--- config.mk ---
export PLATFORM = sky130hd
export DESIGN_NAME = chg_ctrl_regs
export DESIGN_NICKNAME = d
export VERILOG_FILES = /design/src/chg_pkg.sv /design/src/chg_reg_if.sv /design/src/chg_i2c_target.sv /design/src/chg_ctrl_regs.sv
export SDC_FILE = /design/constraint.sdc
export NUM_CORES = 1
export LEC_CHECK = 0
export BUFFER_PORTS_ARGS = -buffer_cell sky130_fd_sc_hd__buf_2
export CAP_MARGIN = 20
export CORE_MARGIN = 5
export CORE_UTILIZATION = 67
export CTS_CLUSTER_DIAMETER = 50
export DETAILED_ROUTE_END_ITERATION = 7
export PLACE_DENSITY = 0.91
export SETUP_SLACK_MARGIN = 0.2
export SYNTH_ARGS = -nofsm -noshare
export SYNTH_HDL_FRONTEND = slang
export SYNTH_SLANG_ARGS = --single-unit
--- constraint.sdc ---
create_clock -name clk_sys -period 6.75 [get_ports clk_sys]
set_input_delay 1.35 -clock clk_sys [delete_from_list [all_inputs] [get_ports clk_sys]]
set_output_delay 1.35 -clock clk_sys [all_outputs]
set_load 0.1 [all_outputs]
--- src/chg_pkg.sv ---
// Purpose: Shared constants and types of the charger control register block.
// Assumes: A 25 MHz system clock and an 8-bit register address space.
// Notes:   Times are kept in their own units; cycle counts derive from them.
package chg_pkg;

  localparam int unsigned CLK_HZ        = 25_000_000;
  localparam int unsigned WDOG_TIME_S   = 14;
  localparam int unsigned IVAL_TIME_S   = 1;
  localparam int unsigned HOLD_TIME_US  = 100;
  localparam int unsigned WDOG_CYC_DEF  = WDOG_TIME_S * CLK_HZ;
  localparam int unsigned IVAL_CYC_DEF  = IVAL_TIME_S * CLK_HZ;
  localparam int unsigned HOLD_CYC_DEF  = (HOLD_TIME_US * (CLK_HZ / 1000) + 999) / 1000;

  localparam logic [7:0] ADDR_CTRL2     = 8'h37;
  localparam logic [7:0] ADDR_THERMISTOR_READ_CONTROL   = 8'h40;
  localparam logic [7:0] ADDR_FAULT     = 8'h58;
  localparam logic [7:0] ADDR_FASTCHG   = 8'h61;

  localparam logic [7:0] CTRL2_RST      = 8'h40;
  localparam logic [7:0] THERMISTOR_READ_CONTROL_RST    = 8'h02;
  localparam logic [7:0] FAULT_RST      = 8'h00;
  localparam logic [7:0] FASTCHG_RST    = 8'h34;
  localparam logic [7:0] THERMISTOR_READ_CONTROL_WMASK  = 8'hBF;

  localparam int INHIBIT_BIT  = 0;
  localparam int WDOG_EN_BIT  = 1;
  localparam int GPO_BIT      = 4;
  localparam int RAIL_LSB     = 5;
  localparam int TRIG_BIT     = 5;
  localparam int INTERVAL_BIT = 7;
  localparam int MEAS_EN_BIT  = 2;
  localparam int VDROP_LSB    = 4;
  localparam int ISCALE_LSB   = 0;

  localparam logic [1:0] ZONE_NORMAL = 2'h0;
  localparam logic [1:0] ZONE_COOL   = 2'h1;
  localparam logic [1:0] ZONE_WARM   = 2'h2;

  typedef enum logic [3:0] {
    I_IDLE, I_ADDR, I_ACKA, I_REG, I_ACKR, I_WDAT, I_ACKW, I_RDAT, I_RACK
  } chg_i2c_e;

endpackage

--- src/chg_reg_if.sv ---
// Purpose: Register access path between the serial target and the register bank.
// Assumes: All signals are on clk_sys.
// Notes:   rdata is combinational from the bank for the current pointer.
`timescale 1ns/100ps
interface chg_reg_if;
  logic       wr_stb;
  logic [7:0] addr;
  logic [7:0] wdata;
  logic [7:0] rdata;
  logic       txn_done;
  logic       sda_oe;
  modport target (output wr_stb, output addr, output wdata, output txn_done, output sda_oe, input rdata);
  modport regs   (input wr_stb, input addr, input wdata, input txn_done, input sda_oe, output rdata);
endinterface

--- src/chg_i2c_target.sv ---
// Purpose: Serial two-wire target that turns host transfers into register writes and reads.
// Assumes: SCL is slow against clk_sys; pins pass three flops before use.
// Notes:   Register pointer auto-increments after every data byte written and every read byte the host acknowledges.
`timescale 1ns/100ps
module chg_i2c_target
  import chg_pkg::*;
#(
  parameter logic [6:0] DEV_ADDR = 7'h2A  // Arbitrary neutral target address.
) (
  input  wire logic clk_sys,
  input  wire logic rst_b,
  input  wire logic scl,
  input  wire logic sda_i,
  chg_reg_if.target bus
);

  typedef struct packed {
    logic [2:0] scl_s;
    logic [2:0] sda_s;
    logic       scl_f;
    logic       sda_f;
    chg_i2c_e   st;
    logic [3:0] cnt;
    logic [7:0] sh;
    logic [7:0] ptr;
    logic       rd;
    logic       hit;
    logic       oe;
    logic       wr;
    logic       txn;
  } chg_i2c_s;

  chg_i2c_s q_ff;
  chg_i2c_s nxt_q;
  logic     rise;
  logic     fall;
  logic     start;
  logic     stop;

  always_comb begin
    nxt_q       = q_ff;
    nxt_q.wr    = 1'b0;
    nxt_q.txn   = 1'b0;
    nxt_q.scl_s = {q_ff.scl_s[1:0], scl};
    nxt_q.sda_s = {q_ff.sda_s[1:0], sda_i};
    // A level is taken only once the second and third flops agree.
    if (q_ff.scl_s[2] == q_ff.scl_s[1]) begin
      nxt_q.scl_f = q_ff.scl_s[2];
    end
    if (q_ff.sda_s[2] == q_ff.sda_s[1]) begin
      nxt_q.sda_f = q_ff.sda_s[2];
    end
    rise  = nxt_q.scl_f & ~q_ff.scl_f;
    fall  = ~nxt_q.scl_f & q_ff.scl_f;
    start = q_ff.scl_f & nxt_q.scl_f & q_ff.sda_f & ~nxt_q.sda_f;
    stop  = q_ff.scl_f & nxt_q.scl_f & ~q_ff.sda_f & nxt_q.sda_f;
    if (start || stop) begin
      nxt_q.st  = start ? I_ADDR : I_IDLE;
      nxt_q.cnt = 4'h0;
      nxt_q.oe  = 1'b0;
      if (stop) begin
        nxt_q.txn = q_ff.hit;
        nxt_q.hit = 1'b0;
      end
    end else if (rise) begin
      case (q_ff.st)
        I_ADDR, I_REG, I_WDAT: begin
          nxt_q.sh  = {q_ff.sh[6:0], nxt_q.sda_f};
          nxt_q.cnt = q_ff.cnt + 4'h1;
        end
        I_RDAT: nxt_q.cnt = q_ff.cnt + 4'h1;
        I_RACK: begin
          // A not-acknowledge ends the read burst.
          if (nxt_q.sda_f) begin
            nxt_q.st = I_IDLE;
          end else begin
            nxt_q.ptr = q_ff.ptr + 8'h01;
          end
        end
        default: ;
      endcase
    end else if (fall) begin
      unique case (q_ff.st)
        I_IDLE: ;
        I_ADDR: begin
          if (q_ff.cnt == 4'h8) begin
            if (q_ff.sh[7:1] == DEV_ADDR) begin
              nxt_q.oe  = 1'b1;
              nxt_q.rd  = q_ff.sh[0];
              nxt_q.hit = 1'b1;
              nxt_q.st  = I_ACKA;
            end else begin
              nxt_q.st = I_IDLE;
            end
          end
        end
        I_ACKA, I_RACK: begin
          nxt_q.cnt = 4'h0;
          if (q_ff.rd) begin
            nxt_q.st = I_RDAT;
            nxt_q.sh = bus.rdata;
            nxt_q.oe = ~bus.rdata[7];
          end else begin
            nxt_q.st = I_REG;
            nxt_q.oe = 1'b0;
          end
        end
        I_REG: begin
          if (q_ff.cnt == 4'h8) begin
            nxt_q.ptr = q_ff.sh;
            nxt_q.oe  = 1'b1;
            nxt_q.st  = I_ACKR;
          end
        end
        I_ACKR, I_ACKW: begin
          nxt_q.oe  = 1'b0;
          nxt_q.cnt = 4'h0;
          nxt_q.st  = I_WDAT;
          if (q_ff.st == I_ACKW) begin
            nxt_q.ptr = q_ff.ptr + 8'h01;
          end
        end
        I_WDAT: begin
          if (q_ff.cnt == 4'h8) begin
            nxt_q.wr = 1'b1;
            nxt_q.oe = 1'b1;
            nxt_q.st = I_ACKW;
          end
        end
        I_RDAT: begin
          if (q_ff.cnt == 4'h8) begin
            nxt_q.oe = 1'b0;
            nxt_q.st = I_RACK;
          end else begin
            nxt_q.oe = ~q_ff.sh[3'h7 - q_ff.cnt[2:0]];
          end
        end
      endcase
    end
  end

  always_ff @(posedge clk_sys or negedge rst_b) begin
    if (!rst_b) begin
      q_ff <= '{scl_s: 3'h7, sda_s: 3'h7, scl_f: 1'b1, sda_f: 1'b1, st: I_IDLE, default: '0};
    end else begin
      q_ff <= nxt_q;
    end
  end

  assign bus.wr_stb   = q_ff.wr;
  assign bus.addr     = q_ff.ptr;
  assign bus.wdata    = q_ff.sh;
  assign bus.txn_done = q_ff.txn;
  assign bus.sda_oe   = q_ff.oe;

endmodule

--- src/chg_ctrl_regs.sv ---
// Purpose: Charger control and thermal register bank with host-silence watchdog.
// Assumes: Zone, supply and read-done inputs come from on-chip logic on clk_sys.
// Notes:   The charge-enable pin is asynchronous and passes three flops.
`timescale 1ns/100ps
//Contract
// - Bits 7-5 pick rail target: tracking, 4.4-4.9 V, or pass-through; default 010.
// - Bit 4 sets status pin as GPO: zero pulls low, one releases.
// - With bit 1 set, no host transfer 14 s after supply forces hardware reset.
// - Watchdog enable resets to zero.
// - Bit 0 inhibits charge; when clear, charge follows low charge-enable pin.
// - On battery only, interval bit selects manual or one-second thermistor checks.
// - Writing trigger starts a thermistor read; hardware clears it when done.
// - Fault measurement enable bit 2, reset disabled.
// - Warm zone drops battery target by code times 50 mV; default 011.
// - Reduced-zone current scales to one minus code/8; default 100.
// - Reduction register at 0x61 resets 0x34; read 0x2; measurement 0x0.
// - Status pin follows GPO bit only when mode upper bit is one.
// - Hardware reset drops rails briefly and returns registers to defaults.
module chg_ctrl_regs
  import chg_pkg::*;
#(
  parameter logic [6:0]  DEV_ADDR = 7'h2A,  // Arbitrary neutral target address.
  parameter int unsigned WDOG_CYC = chg_pkg::WDOG_CYC_DEF,
  parameter int unsigned IVAL_CYC = chg_pkg::IVAL_CYC_DEF,
  parameter int unsigned HOLD_CYC = chg_pkg::HOLD_CYC_DEF
) (
  input  wire logic       clk_sys,
  input  wire logic       rst_b,
  input  wire logic       scl,
  input  wire logic       sda_i,
  output wire logic       sda_o,
  output wire logic       sda_oe,
  input  wire logic       charge_en_b,
  input  wire logic       input_supply_present,
  input  wire logic       input_power_good,
  input  wire logic       button_level,
  input  wire logic [1:0] status_pin_mode,
  input  wire logic [1:0] temp_zone,
  input  wire logic       temp_read_done,
  output wire logic [2:0] system_rail_target_sel,
  output wire logic       status_pin_o,
  output wire logic       status_pin_oe,
  output wire logic       charge_allow,
  output wire logic [2:0] warm_volt_drop_sel,
  output wire logic [2:0] zone_current_scale_sel,
  output wire logic       temp_meas_en,
  output wire logic       temp_check_trigger,
  output wire logic       temp_read_req,
  output wire logic       rails_off
);
  import chg_pkg::*;

  if (WDOG_CYC < 2 || IVAL_CYC < 2 || HOLD_CYC < 1) begin : g_bad_count
    $error("Cycle counts too small for the counters");
  end

  typedef struct packed {
    logic [7:0]  ctrl2;
    logic [7:0]  thermistor_read_control;
    logic [7:0]  fault;
    logic [7:0]  fastchg;
    logic [2:0]  ce_s;
    logic        ce_b_f;
    logic        sup_prev;
    logic        wd_armed;
    logic [31:0] wd_cnt;
    logic [31:0] iv_cnt;
    logic [31:0] hold_cnt;
    logic        rails_off;
    logic [2:0]  rail_sel;
    logic        pin_oe;
    logic        chg_allow;
    logic [2:0]  vdrop;
    logic [2:0]  iscale;
    logic        meas_en;
    logic        rd_req;
  } chg_regs_s;

  chg_reg_if bus ();
  chg_regs_s q_ff;
  chg_regs_s nxt_q;
  logic      trig_wr;
  logic      wd_fire;

  chg_i2c_target #(
    .DEV_ADDR (DEV_ADDR)
  ) u_i2c (
    .clk_sys (clk_sys),
    .rst_b   (rst_b),
    .scl     (scl),
    .sda_i   (sda_i),
    .bus     (bus)
  );

  always_comb begin
    unique case (bus.addr)
      ADDR_CTRL2:   bus.rdata = q_ff.ctrl2;
      ADDR_THERMISTOR_READ_CONTROL: bus.rdata = q_ff.thermistor_read_control;
      ADDR_FAULT:   bus.rdata = q_ff.fault;
      ADDR_FASTCHG: bus.rdata = q_ff.fastchg;
      default:      bus.rdata = 8'h00;
    endcase
  end

  always_comb begin
    nxt_q        = q_ff;
    nxt_q.rd_req = 1'b0;
    trig_wr      = bus.wr_stb && (bus.addr == ADDR_THERMISTOR_READ_CONTROL) && bus.wdata[TRIG_BIT];
    wd_fire      = 1'b0;
    nxt_q.ce_s   = {q_ff.ce_s[1:0], charge_en_b};
    if (q_ff.ce_s[2] == q_ff.ce_s[1]) begin
      nxt_q.ce_b_f = q_ff.ce_s[2];
    end
    if (bus.wr_stb) begin
      unique case (bus.addr)
        ADDR_CTRL2:   nxt_q.ctrl2   = bus.wdata;
        ADDR_THERMISTOR_READ_CONTROL: nxt_q.thermistor_read_control = bus.wdata & THERMISTOR_READ_CONTROL_WMASK;
        ADDR_FAULT:   nxt_q.fault   = bus.wdata;
        ADDR_FASTCHG: nxt_q.fastchg = bus.wdata;
        default: ;
      endcase
    end
    // A host write of one in the same cycle as completion keeps the new request.
    if (temp_read_done && !trig_wr) begin
      nxt_q.thermistor_read_control[TRIG_BIT] = 1'b0;
    end
    nxt_q.rd_req = trig_wr;
    if (q_ff.thermistor_read_control[INTERVAL_BIT] && !input_supply_present) begin
      if (q_ff.iv_cnt == 32'h0) begin
        nxt_q.rd_req = 1'b1;
        nxt_q.iv_cnt = 32'(IVAL_CYC - 1);
      end else begin
        nxt_q.iv_cnt = q_ff.iv_cnt - 32'h1;
      end
    end else begin
      nxt_q.iv_cnt = 32'(IVAL_CYC - 1);
    end
    // The silence timer starts on supply arrival; any addressed transfer ends it.
    nxt_q.sup_prev = input_supply_present;
    if (input_supply_present && !q_ff.sup_prev) begin
      nxt_q.wd_armed = 1'b1;
      nxt_q.wd_cnt   = 32'(WDOG_CYC - 1);
    end else if (q_ff.wd_armed) begin
      if (bus.txn_done || !input_supply_present) begin
        nxt_q.wd_armed = 1'b0;
      end else if (q_ff.wd_cnt == 32'h0) begin
        nxt_q.wd_armed = 1'b0;
        wd_fire        = q_ff.ctrl2[WDOG_EN_BIT];
      end else begin
        nxt_q.wd_cnt = q_ff.wd_cnt - 32'h1;
      end
    end
    if (q_ff.rails_off) begin
      if (q_ff.hold_cnt == 32'h0) begin
        nxt_q.rails_off = 1'b0;
      end else begin
        nxt_q.hold_cnt = q_ff.hold_cnt - 32'h1;
      end
    end
    if (wd_fire) begin
      nxt_q.ctrl2     = CTRL2_RST;
      nxt_q.thermistor_read_control   = THERMISTOR_READ_CONTROL_RST;
      nxt_q.fault     = FAULT_RST;
      nxt_q.fastchg   = FASTCHG_RST;
      nxt_q.rails_off = 1'b1;
      nxt_q.hold_cnt  = 32'(HOLD_CYC - 1);
      nxt_q.rd_req    = 1'b0;
    end
    nxt_q.rail_sel = q_ff.ctrl2[RAIL_LSB +: 3];
    if (status_pin_mode[1]) begin
      nxt_q.pin_oe = ~q_ff.ctrl2[GPO_BIT];
    end else if (status_pin_mode[0]) begin
      nxt_q.pin_oe = ~button_level;
    end else begin
      nxt_q.pin_oe = input_power_good;
    end
    nxt_q.chg_allow = ~q_ff.ctrl2[INHIBIT_BIT] & ~q_ff.ce_b_f & ~q_ff.rails_off;
    nxt_q.vdrop     = (temp_zone == ZONE_WARM) ? q_ff.fastchg[VDROP_LSB +: 3] : 3'h0;
    nxt_q.iscale    = (temp_zone == ZONE_WARM || temp_zone == ZONE_COOL) ?
                      q_ff.fastchg[ISCALE_LSB +: 3] : 3'h0;
    nxt_q.meas_en   = q_ff.fault[MEAS_EN_BIT];
  end

  // Register defaults come from constants only.
  always_ff @(posedge clk_sys or negedge rst_b) begin
    if (!rst_b) begin
      q_ff <= '{ctrl2: CTRL2_RST, thermistor_read_control: THERMISTOR_READ_CONTROL_RST, fault: FAULT_RST, fastchg: FASTCHG_RST,
                ce_s: 3'h7, ce_b_f: 1'b1, rail_sel: CTRL2_RST[7:5], default: '0};
    end else begin
      q_ff <= nxt_q;
    end
  end

  assign sda_o                  = 1'b0;
  assign sda_oe                 = bus.sda_oe;
  assign system_rail_target_sel = q_ff.rail_sel;
  assign status_pin_o           = 1'b0;
  assign status_pin_oe          = q_ff.pin_oe;
  assign charge_allow           = q_ff.chg_allow;
  assign warm_volt_drop_sel     = q_ff.vdrop;
  assign zone_current_scale_sel = q_ff.iscale;
  assign temp_meas_en           = q_ff.meas_en;
  assign temp_check_trigger     = q_ff.thermistor_read_control[TRIG_BIT];
  assign temp_read_req          = q_ff.rd_req;
  assign rails_off              = q_ff.rails_off;
endmodule

=== After elaboration in Yosys (flattened, before gate mapping) ===
Cells that the tools add are included.

* Register bits after elaboration: 185
* Output and inout bits: 18
* Input bits: 13
* Word-level logic and storage cells: 229

* Bitwise gates (word level): 22
* $lt $le $gt $ge: 1
* Add/subtract/negate cells: 6
* Equal/unequal tests: 40
* Mux-type cells: 73
* Reductions and logical operators: 54

{| class="wikitable"
|+ Operators by type and width
! kind !! number
|-
| $mux 32 || 7
|-
| $mux 33 || 4
|-
| $logic_not 32->1 || 3
|-
| $mux 8 || 12
|-
| $sub 32x1->32 const B || 3
|-
| $mux 4 || 8
|-
| $pmux 8 s4 || 1
|-
| $mux 28 || 1
|-
| $reduce_bool 2->1 || 14
|-
| $mux 1 || 25
|-
| $eq 8x7->1 const B || 3
|-
| $mux 24 || 1
|-
| $pmux 4 s6 || 1
|-
| $mux 3 || 6
|-
| $ne 3x1->1 const B || 6
|-
| $eq 4x3->1 const B || 4
|-
| $ne 4x1->1 const B || 4
|-
| $pmux 8 s2 || 1
|-
| $reduce_bool 3->1 || 5
|-
| $ne 2x2->1 const B || 7
|-
| $reduce_and 7->1 || 2
|-
| $not 1->1 || 13
|-
| $reduce_and 2->1 || 6
|-
| $reduce_and 6->1 || 2
|-
| other kinds (30) || 57
|}

=== Longest topological paths before layout ===
Gate-level depths: netlist of run 1.

* Word-level depth: 9
* Gate-level depth with buffers: 9
* Gate-level depth less buffers: 7

=== Cells and area by module ===
From an unflattened synthesis of run 1, not the netlist that was laid out.

* Cell total of the unflattened synthesis: 1017
* Area total of the unflattened synthesis: 9819.4 um2

{| class="wikitable"
|+ By module, submodules not included
! module !! seq. area each (um2) !! area an instance (um2) !! cells an instance !! instances
|-
| chg_ctrl_regs || 3691.0 || 7427.1 || 767 || 1
|-
| chg_i2c_target || 935.9 || 2392.3 || 250 || 1
|}

=== Least setup slack after synthesis of run 1 ===
No wires, ideal clock.

* Kind: input to register
* From: in input_supply_present
* To: reg q_ff[92] (netlist bit)
* Cell stages on the path: 5
* Library setup time: 79 ps
* Path slack: 4069 ps
* Data arrival time: 2602 ps
* Data required time: 6671 ps
* Buffers on the path: 1
* Cell sequence: and3b_1 clkbuf_1 nand3_1 nor4b_1 mux2i_1

* Word-level cells in the longest chain between the ends: 4
* Elaborated cells between the ends (all ways): 8
* Those cells by class: 2 x eq/ne; 1 x mux; 5 x reduce/logical

{| class="wikitable"
|+ RTL lines
! what !! line !! source
|-
| start, declared || chg_ctrl_regs.sv:34 || <nowiki>input wire logic input_supply_present,</nowiki>
|-
| $logic_not 1->1 || chg_ctrl_regs.sv:144 || <nowiki>if (bus.txn_done || !input_supply_present) begin</nowiki>
|-
| $logic_or 1x1->1 || chg_ctrl_regs.sv:144 ||
|-
| $ne 2x2->1 (no line) || n/a ||
|-
| $reduce_and 3->1 (no line) || n/a ||
|-
| end signal, assigned || chg_ctrl_regs.sv:187 || <nowiki>q_ff <= '{ctrl2: CTRL2_RST, thermistor_read_control: THERMISTOR_READ_CONTROL_RST, fault: FAULT_RST, fastchg: F ...</nowiki>
|-
| end signal, assigned || chg_ctrl_regs.sv:190 || <nowiki>q_ff <= nxt_q;</nowiki>
|-
| end, declared || chg_ctrl_regs.sv:80 || <nowiki>chg_regs_s q_ff;</nowiki>
|}

Several ways; a longest one is shown, not always the timed one.
A chain may end at the register's enable or synchronous reset.

=== Worst setup path in the final report of run 1 ===
* From: reg q_ff[105] (netlist bit)
* To: reg q_ff[30] (netlist bit)

* Word-level cells in the longest chain between the ends: 7
* Elaborated cells between the ends (all ways): 9
* Those cells by class: 1 x eq/ne; 5 x mux; 3 x reduce/logical

{| class="wikitable"
|+ RTL lines
! what !! line !! source
|-
| $logic_not 32->1 * || chg_ctrl_regs.sv:146 || <nowiki>end else if (q_ff.wd_cnt == 32'h0) begin</nowiki>
|-
| $mux 1 * || chg_ctrl_regs.sv:146 ||
|-
| $mux 1 * || chg_ctrl_regs.sv:144 ||
|-
| $mux 1 * || chg_ctrl_regs.sv:143 || <nowiki>end else if (q_ff.wd_armed) begin</nowiki>
|-
| $mux 1 * || chg_ctrl_regs.sv:140 || <nowiki>if (input_supply_present && !q_ff.sup_prev) begin</nowiki>
|-
| $ne 2x2->1 (no line) or $reduce_bool 2->1 (tied branches) || n/a ||
|-
| $reduce_and 2->1 (no line) || n/a ||
|}

Every way passes the cells marked *; elsewhere a longest branch is shown, timed or not.

==> results.json, run 1 <==
{
  "finish.net_count": 1020,
  "crit_path_end_kind": "flop",
  "synth_fa_ha_area_share_pct": 1.743,
  "setup_viol": 0,
  "total_power_uw": 2427,
  "yosysUniqueCellTypes": 76,
  "report.final.hold_viol_count": 0,
  "cts.clk_slew.worst_paths_ps": 70,
  "detailroute.via_count": 8077,
  "tritoncts.num_buffers": 17,
  "route.detailed.vias_per_inst": 6.776,
  "critical_path.reg2reg.endpoint": "q_ff[30]$_DFFE_PN0P_",
  "post_synth_xor_area_fraction_pct": 2.243,
  "htree_levels": 4,
  "setup.worst_path.class": "flop to flop",
  "synthFlopType": "dfrtp_1",
  "floorplan.die.height_um": 130.7,
  "cts_resized": 0,
  "drt_iter0_markers": 886,
  "place.port_buffers": 28,
  "leftover_overflow_at_the_end_of_global_routing": 0,
  "maxSlewViolCount": 0,
  "power_density_nw_per_um2": 231.4,
  "clock_insertion_delay_worst_skew_ps": 440,
  "rel_slew_slack_pct": 31.19,
  "flop_and_latch_count_out_of_synthesis": 184,
  "drt.antenna.violating_nets": 0,
  "finalWirelength_um": 21890,
  "reg2reg_launch_point": "q_ff[105]$_DFFE_PN0P_",
  "worstPathRequired_ps": 7020,
  "drc": 0,
  "cts_buffer_depth": 2,
  "internal_power_uw": 1819,
  "cts_hold_buffers": 0,
  "max_cap_viol_count": 0,
  "initial_drt_pass_iterations": 6,
  "min_period_ps": 3280,
  "synth-async-reset-ratio_pct": 100.0,
  "synth_simple_gate_area_share_pct": 25.04,
  "power.sequential.fraction_pct": 47.8,
  "worstPathMaxFanout": 50,
  "worst_min_path_start": "nxt_q[114]$_DFF_PN1_",
  "category_of_the_worst_setup_path_launch_point": "flop",
  "synthCells": 1013,
  "r2r_cells": 5,
  "synth.avg_cell_area_um2": 9.638,
  "grt_util_all_layers_pct": 27.22,
  "synth_top_cell_area_share_pct": 42.55,
  "ios": 31,
  "grt_first_pass_wirelength_um": 37540,
  "ir_worst_vdd_mv": 0.1744,
  "synth_largest_area_cell": "dfrtp_1",
  "post_cts_setup_repair_bufs": 0,
  "wl_per_cell_um": 18.36,
  "hold_path_end": "nxt_q[115]$_DFF_PN1_",
  "synth_most_common_cell": "dfrtp_1",
  "setup.reg_to_reg.worst_slack_ps": 3470,
  "fin_worst_skew_ps": 7.339,
  "totalNegativeSetupSlack_ps": 0,
  "leakage_power_uw": 0.004019,
  "worst-endpoint-arrival_ps": 3550,
  "dieWidth_um": 130.7,
  "diodes_inserted": 0,
  "layout-drive-gt1-share_pct": 13.69,
  "cts-root-buf": "clkbuf_16",
  "tightestPinTransition_ps": 1030,
  "antenna_violations_before_repair": 0,
  "grt_setup_unrepaired": "no",
  "synth_mux_area_share_pct": 4.268,
  "grt_max_degree": 112,
  "synth_sequential_area_ratio_pct": 47.39,
  "switching_share_pct": 25.05,
  "dominant_combinational_cell_family_by_area_after_synthesis": "simple AND/OR/NAND/NOR gates",
  "ys_top_cells_by_area": "dfrtp_1 (43%), dfstp_2 (4.8%), a21oi_1 (3.7%)",
  "leading_cell_types_by_count_after_synthesis": "dfrtp_1 (166), nand2_1 (79), a21oi_1 (72)",
  "switching_power_summed_over_all_nets_uw": 607.9,
  "die_area_um2": 17090,
  "timing.fmax_mhz": 304.9,
  "syn_area_um2": 9763,
  "synth_edf_count": 0,
  "whs_ps": 356.3,
  "flow.area_growth_from_synthesis_pct": 7.407,
  "status": "completed",
  "cts_tree": "yes",
  "compound_gate_portion_of_the_synthesized_area_pct": 14.26,
  "place.gp.congestion": 0.8681,
  "power.share.clock_pct": 44.0,
  "min_period_over_period_pct": 48.59,
  "yosys_warnings": 0,
  "whs_path_depth": 0,
  "clock-sinks": 184,
  "worst_hold_path_type": "flop to flop",
  "first_global_vias": 7659,
  "final_util_pct": 72.70,
  "initial_utilization_pct": 67.69,
  "power.share.combinational_pct": 8.2,
  "hpwl_um": 13710,
  "fp-row-count": 44,
  "design.core.area_um2": 14420
}
==> state kept, by name, indices dropped and copies added (netlist names), 4 cells and up <==
register         flops
u_i2c.q_ff          14
u_i2c.bus.wdata      8
q_ff               126
u_i2c.nxt_q          4
u_i2c.bus.addr       8
nxt_q                6
==> metrics by stage <==
stage	setup slack [ps]	cells	area [µm²]
2_1_floorplan	4069	1014	9767
3_3_place_gp	3613	1158	9824
3_5_place_dp	3504	1158	9824
4_1_cts	3501	1190	10460
5_1_grt	3341	1192	10490
6_report	3470	1192	10490
==> worst max path at each step <==
stage | slack, ps | end | start
finish | 3470 | q_ff[30]$_DFFE_PN0P_ | q_ff[105]$_DFFE_PN0P_
global route | 3340 | nxt_q[1]$_DFFE_PN0P_ | q_ff[105]$_DFFE_PN0P_
detailed placement | 3500 | q_ff[107]$_DFFE_PN0P_ | input_supply_present
CTS | 3500 | nxt_q[1]$_DFFE_PN0P_ | q_ff[105]$_DFFE_PN0P_
global placement | 3610 | q_ff[109]$_DFFE_PN0P_ | input_supply_present
floorplan | 4070 | q_ff[92]$_DFFE_PN0P_ | input_supply_present
==> power by group through the flow <==
stage / Combinational, µW / Sequential [µW] / Clock [µW]
global placement: 193 / 1180 / 0
global route: 218 / 1160 / 1130
CTS: 200 / 1160 / 1080
detailed placement: 199 / 1180 / 0
finish: 200 / 1160 / 1070
floorplan: 137 / 1190 / 0
==> final cells by class <==
cell class,count,area [µm²]
Inverter,24,90.09
Clock inverter,14,195.2
Fill cell,992,3938
Multi-Input combinational cell,732,4691
Sequential cell,184,4627
Clock buffer,18,439.2
Timing Repair Buffer,36,214.0
Tap cell,184,230.2
==> routing by layer <==
| metal | up-vias | routed length (µm) | global-route usage (%) |
|---|---|---|---|
| met1 | 3960 | 9179 | 37.92 |
| met4 | 0 | 416 | 6.776 |
| met2 | 355 | 10610 | 43.71 |
| li1 | 3715 | - | - |
| met3 | 47 | 1679 | 6.341 |
| met5 | - | 0 | 0 |
==> kinds of logic after synthesis <==
| group | count (synthesis) |
|---|---|
| AOI/OAI and AO/OA | 218 |
| xor gates and xnor gates | 25 |
| adders and majority gates | 14 |
| buffers and inverters | 98 |
| DFF | 184 |
| muxes | 38 |
| other | 1 |
| and+or+nand+nor | 435 |
==> placed cells by master, fill, tap and decap left out, types with 6 or more instances in the layout <==
cell type,synthesis,layout
nand2b_1,9,9
o31ai_1,33,32
nand3b_1,6,6
or2_2,11,11
o21ai_0,43,42
clkbuf_16,0,17
nand4_1,17,17
a21o_1,6,6
or3_1,44,44
nor3_1,22,22
mux2i_1,27,27
or4_1,34,34
nor4_1,22,19
nand2_1,79,79
xnor2_1,8,8
nor2b_1,8,8
and3_1,7,7
a31oi_1,6,6
buf_4,14,6
ha_1,12,12
nor3b_1,6,6
nor2_1,59,59
xor2_1,17,17
buf_2,3,28
dfstp_2,18,18
a211oi_1,9,9
nand3_1,65,65
inv_1,24,24
and2_1,8,8
or3b_2,8,8
and4_1,7,7
dfrtp_1,166,166
a21oi_1,72,72
mux2_2,9,9
==> worst max-delay path: stages, from the launching register on <==
cell and delay, ps:
dfrtp_1 400, or4_4 550, or4_1 560, or4_1 790, nor2_8 630, a21oi_1 160
No activity file was read; power rests on OpenSTA's default activity.
==> run 2: changes to the inputs <==
--- a/config.mk
+++ b/config.mk
@@ -8,10 +8,10 @@
 export BUFFER_PORTS_ARGS = -buffer_cell sky130_fd_sc_hd__buf_2
 export CAP_MARGIN = 20
 export CORE_MARGIN = 5
-export CORE_UTILIZATION = 67
+export CORE_UTILIZATION = 57
 export CTS_CLUSTER_DIAMETER = 50
 export DETAILED_ROUTE_END_ITERATION = 7
-export PLACE_DENSITY = 0.91
+export PLACE_DENSITY = 0.83
 export SETUP_SLACK_MARGIN = 0.2
 export SYNTH_ARGS = -nofsm -noshare
 export SYNTH_HDL_FRONTEND = slang
==> constraint.sdc (replaced) <==
create_clock -name clk_sys -period 2.6 [get_ports clk_sys]
set_input_delay 0.52 -clock clk_sys [delete_from_list [all_inputs] [get_ports clk_sys]]
set_output_delay 0.52 -clock clk_sys [all_outputs]
set_load 0.1 [all_outputs]
==> run 2 against run 1 <==
Against the previous run: power grew to 2.5 times the previous value; design area rose by 7.5%; clock skew up 1.9 ps; critical path depth is 2 higher; maximum frequency rose by 27%; utilization down 5.2 points; combinational power grew to 2.7 times the previous value; via count rose by 3.8%; flip-flop and latch count stayed put; critical endpoint is now q_ff[136]$_DFFE_PN0P_.
==> results.json, run 2 (synthesis results as in run 1) <==
{
  "cts-root-buf": "clkbuf_16",
  "category_of_the_worst_setup_path_launch_point": "flop",
  "place.gp.congestion": 0.9116,
  "maxSlewViolCount": 0,
  "mostFrequentLayoutCell": "dfrtp_1",
  "largest_reg_flops": 126,
  "place.port_buffers": 28,
  "setup.reg_to_reg.worst_slack_ps": 20,
  "detailroute.via_count": 8386,
  "cts.clk_slew.worst_paths_ps": 70,
  "min_period_ps": 2577,
  "drc": 0,
  "drt.antenna.violating_nets": 0,
  "status": "completed",
  "finish.net_count": 1088,
  "diodes_inserted": 0,
  "timing.critical_path.slowest_stage_cell": "or4_4",
  "power_density_nw_per_um2": 545.5,
  "max_cap_viol_count": 0,
  "grt_max_degree": 61,
  "worstPathRequired_ps": 2920,
  "initial_utilization_pct": 58.46,
  "wl_per_cell_um": 18.13,
  "leakage_power_uw": 0.004380,
  "ios": 31,
  "critical_path.reg2reg.endpoint": "q_ff[136]$_DFFE_PN0P_",
  "critical_path.startpoint": "q_ff[91]$_DFFE_PN0P_",
  "die_area_um2": 19850,
  "worstPathCellList": "or4_4 > or4_4 > or4_4 > buf_6 > nor2_8 > buf_12 > nor2_1",
  "cp_common_cell": "or4_4",
  "crit_path_max_incr_delay_ps": 550,
  "first_global_vias": 7822,
  "grt_first_pass_wirelength_um": 38520,
  "registers.top_by_ff_count": "q_ff",
  "flow.area_growth_from_synthesis_pct": 15.49,
  "hpwl_um": 14740,
  "r2r_cells": 7,
  "grt_util_all_layers_pct": 23.52,
  "totalNegativeSetupSlack_ps": 0,
  "dieWidth_um": 140.9,
  "ir_worst_vdd_mv": 0.5023,
  "layout-drive-gt1-share_pct": 21.65,
  "finalWirelength_um": 23500,
  "worst-endpoint-arrival_ps": 2900,
  "tightestPinTransition_ps": 760.2,
  "dp_cells": 1246,
  "cts_buffer_depth": 2,
  "setup_viol": 0,
  "design.core.area_um2": 16700,
  "fp-row-count": 47,
  "route.detailed.vias_per_inst": 6.471,
  "finalNonFillerCells": 1296,
  "htree_levels": 4,
  "cts_tree": "yes",
  "setup.worst_path.class": "flop to flop",
  "fin_worst_skew_ps": 9.216,
  "clock_insertion_delay_worst_skew_ps": 450,
  "grt_setup_unrepaired": "yes",
  "reg2reg_launch_point": "q_ff[91]$_DFFE_PN0P_",
  "initial_drt_pass_iterations": 7,
  "worst_hold_path_type": "input pin to async pin",
  "tritoncts.num_buffers": 17,
  "report.final.hold_viol_count": 0,
  "drt_iter0_markers": 895,
  "antenna_violations_before_repair": 1,
  "cts_hold_buffers": 0,
  "min_period_over_period_pct": 99.11,
  "reg_top3": "q_ff (126), u_i2c.q_ff (14)",
  "rel_slew_slack_pct": 48.98,
  "leftover_overflow_at_the_end_of_global_routing": 0,
  "critPathCapture": "q_ff[136]$_DFFE_PN0P_",
  "most-common-layout-cells": "dfrtp_1 (166), nand2_1 (78), a21oi_1 (69)",
  "timing.fmax_mhz": 388.1,
  "worstPathMaxFanout": 27,
  "clock-sinks": 184,
  "crit_path_end_kind": "flop",
  "floorplan.die.height_um": 140.9
}
==> run 2: cell types whose count changed in the layout (fill, tap and decap cells not counted), sizes merged <==
cell / delta
clkinv: -3
inv: +4
bufinv: -3
clkinvlp: +3
buf: +67
==> run 2: area by class of cell <==
type                            instances  area [µm²]
Fill cell                            1249        5425
Tap cell                              220       275.3
Timing Repair Buffer                  104       825.8
Sequential cell                       184        4627
Clock inverter                         15       162.7
Inverter                               24       90.09
Multi-Input combinational cell        732        4870
Clock buffer                           17       425.4
==> run 2: worst min-delay path by stage <==
| stage | from | cells after the start | end | slack [ps] |
|---|---|---|---|---|
| 2_1_floorplan | rst_b | 0 | charge_allow$_DFF_PN0_ | 220 |
| 3_3_place_gp | u_i2c.nxt_q[35]$_DFF_PN1_ | 0 | u_i2c.nxt_q[36]$_DFF_PN1_ | 350 |
| 3_5_place_dp | nxt_q[114]$_DFF_PN1_ | 0 | nxt_q[115]$_DFF_PN1_ | 350 |
| 4_1_cts | rst_b | 1 | q_ff[59]$_DFF_PN0_ | 60 |
| 5_1_grt | rst_b | 1 | q_ff[59]$_DFF_PN0_ | 80 |
| 6_report | rst_b | 1 | q_ff[51]$_DFF_PN0_ | 30 |
==> run 2: report_power, final <==
part	switching (µW)	internal (µW)
Clock	1230	1360
Combinational	382	166
Sequential	81.1	2930
==> run 2: what timing repair did <==
action,4_1_cts,5_1_grt
buffers inserted,6,8
resized for setup,22,35
pin swaps,4,13
setup endpoints to repair,81,111
cloned,2,2
==> run 2: per-stage QoR <==
step	total power, µW	instance area (µm²)	hold WS (ps)	util, %	worst slack (ps)
6_report	6151	11280	31.18	67.52	23.15
3_5_place_dp	3604	10320	349.3	61.77	54.90
3_3_place_gp	3588	10320	346.4	61.77	92.16
4_1_cts	6180	11050	59.91	66.16	61.05
2_1_floorplan	3436	9782	224.4	-	27.76
5_1_grt	6376	11280	79.42	67.52	-18.58
==> run 2: worst max-delay path: cells and delay by family, from the launching register on <==
family        cells  cell delay (ps)
buf+inv           2              340
flops             1              400
simple gates      5             1710
==> run 2: routing by layer <==
| layer | GRT usage, % | wire [µm] |
|---|---|---|
| met3 | 4.233 | 1496 |
| met4 | 9.791 | 629 |
| met1 | 32.49 | 10100 |
| met5 | 0 | 7 |
| met2 | 36.87 | 11270 |
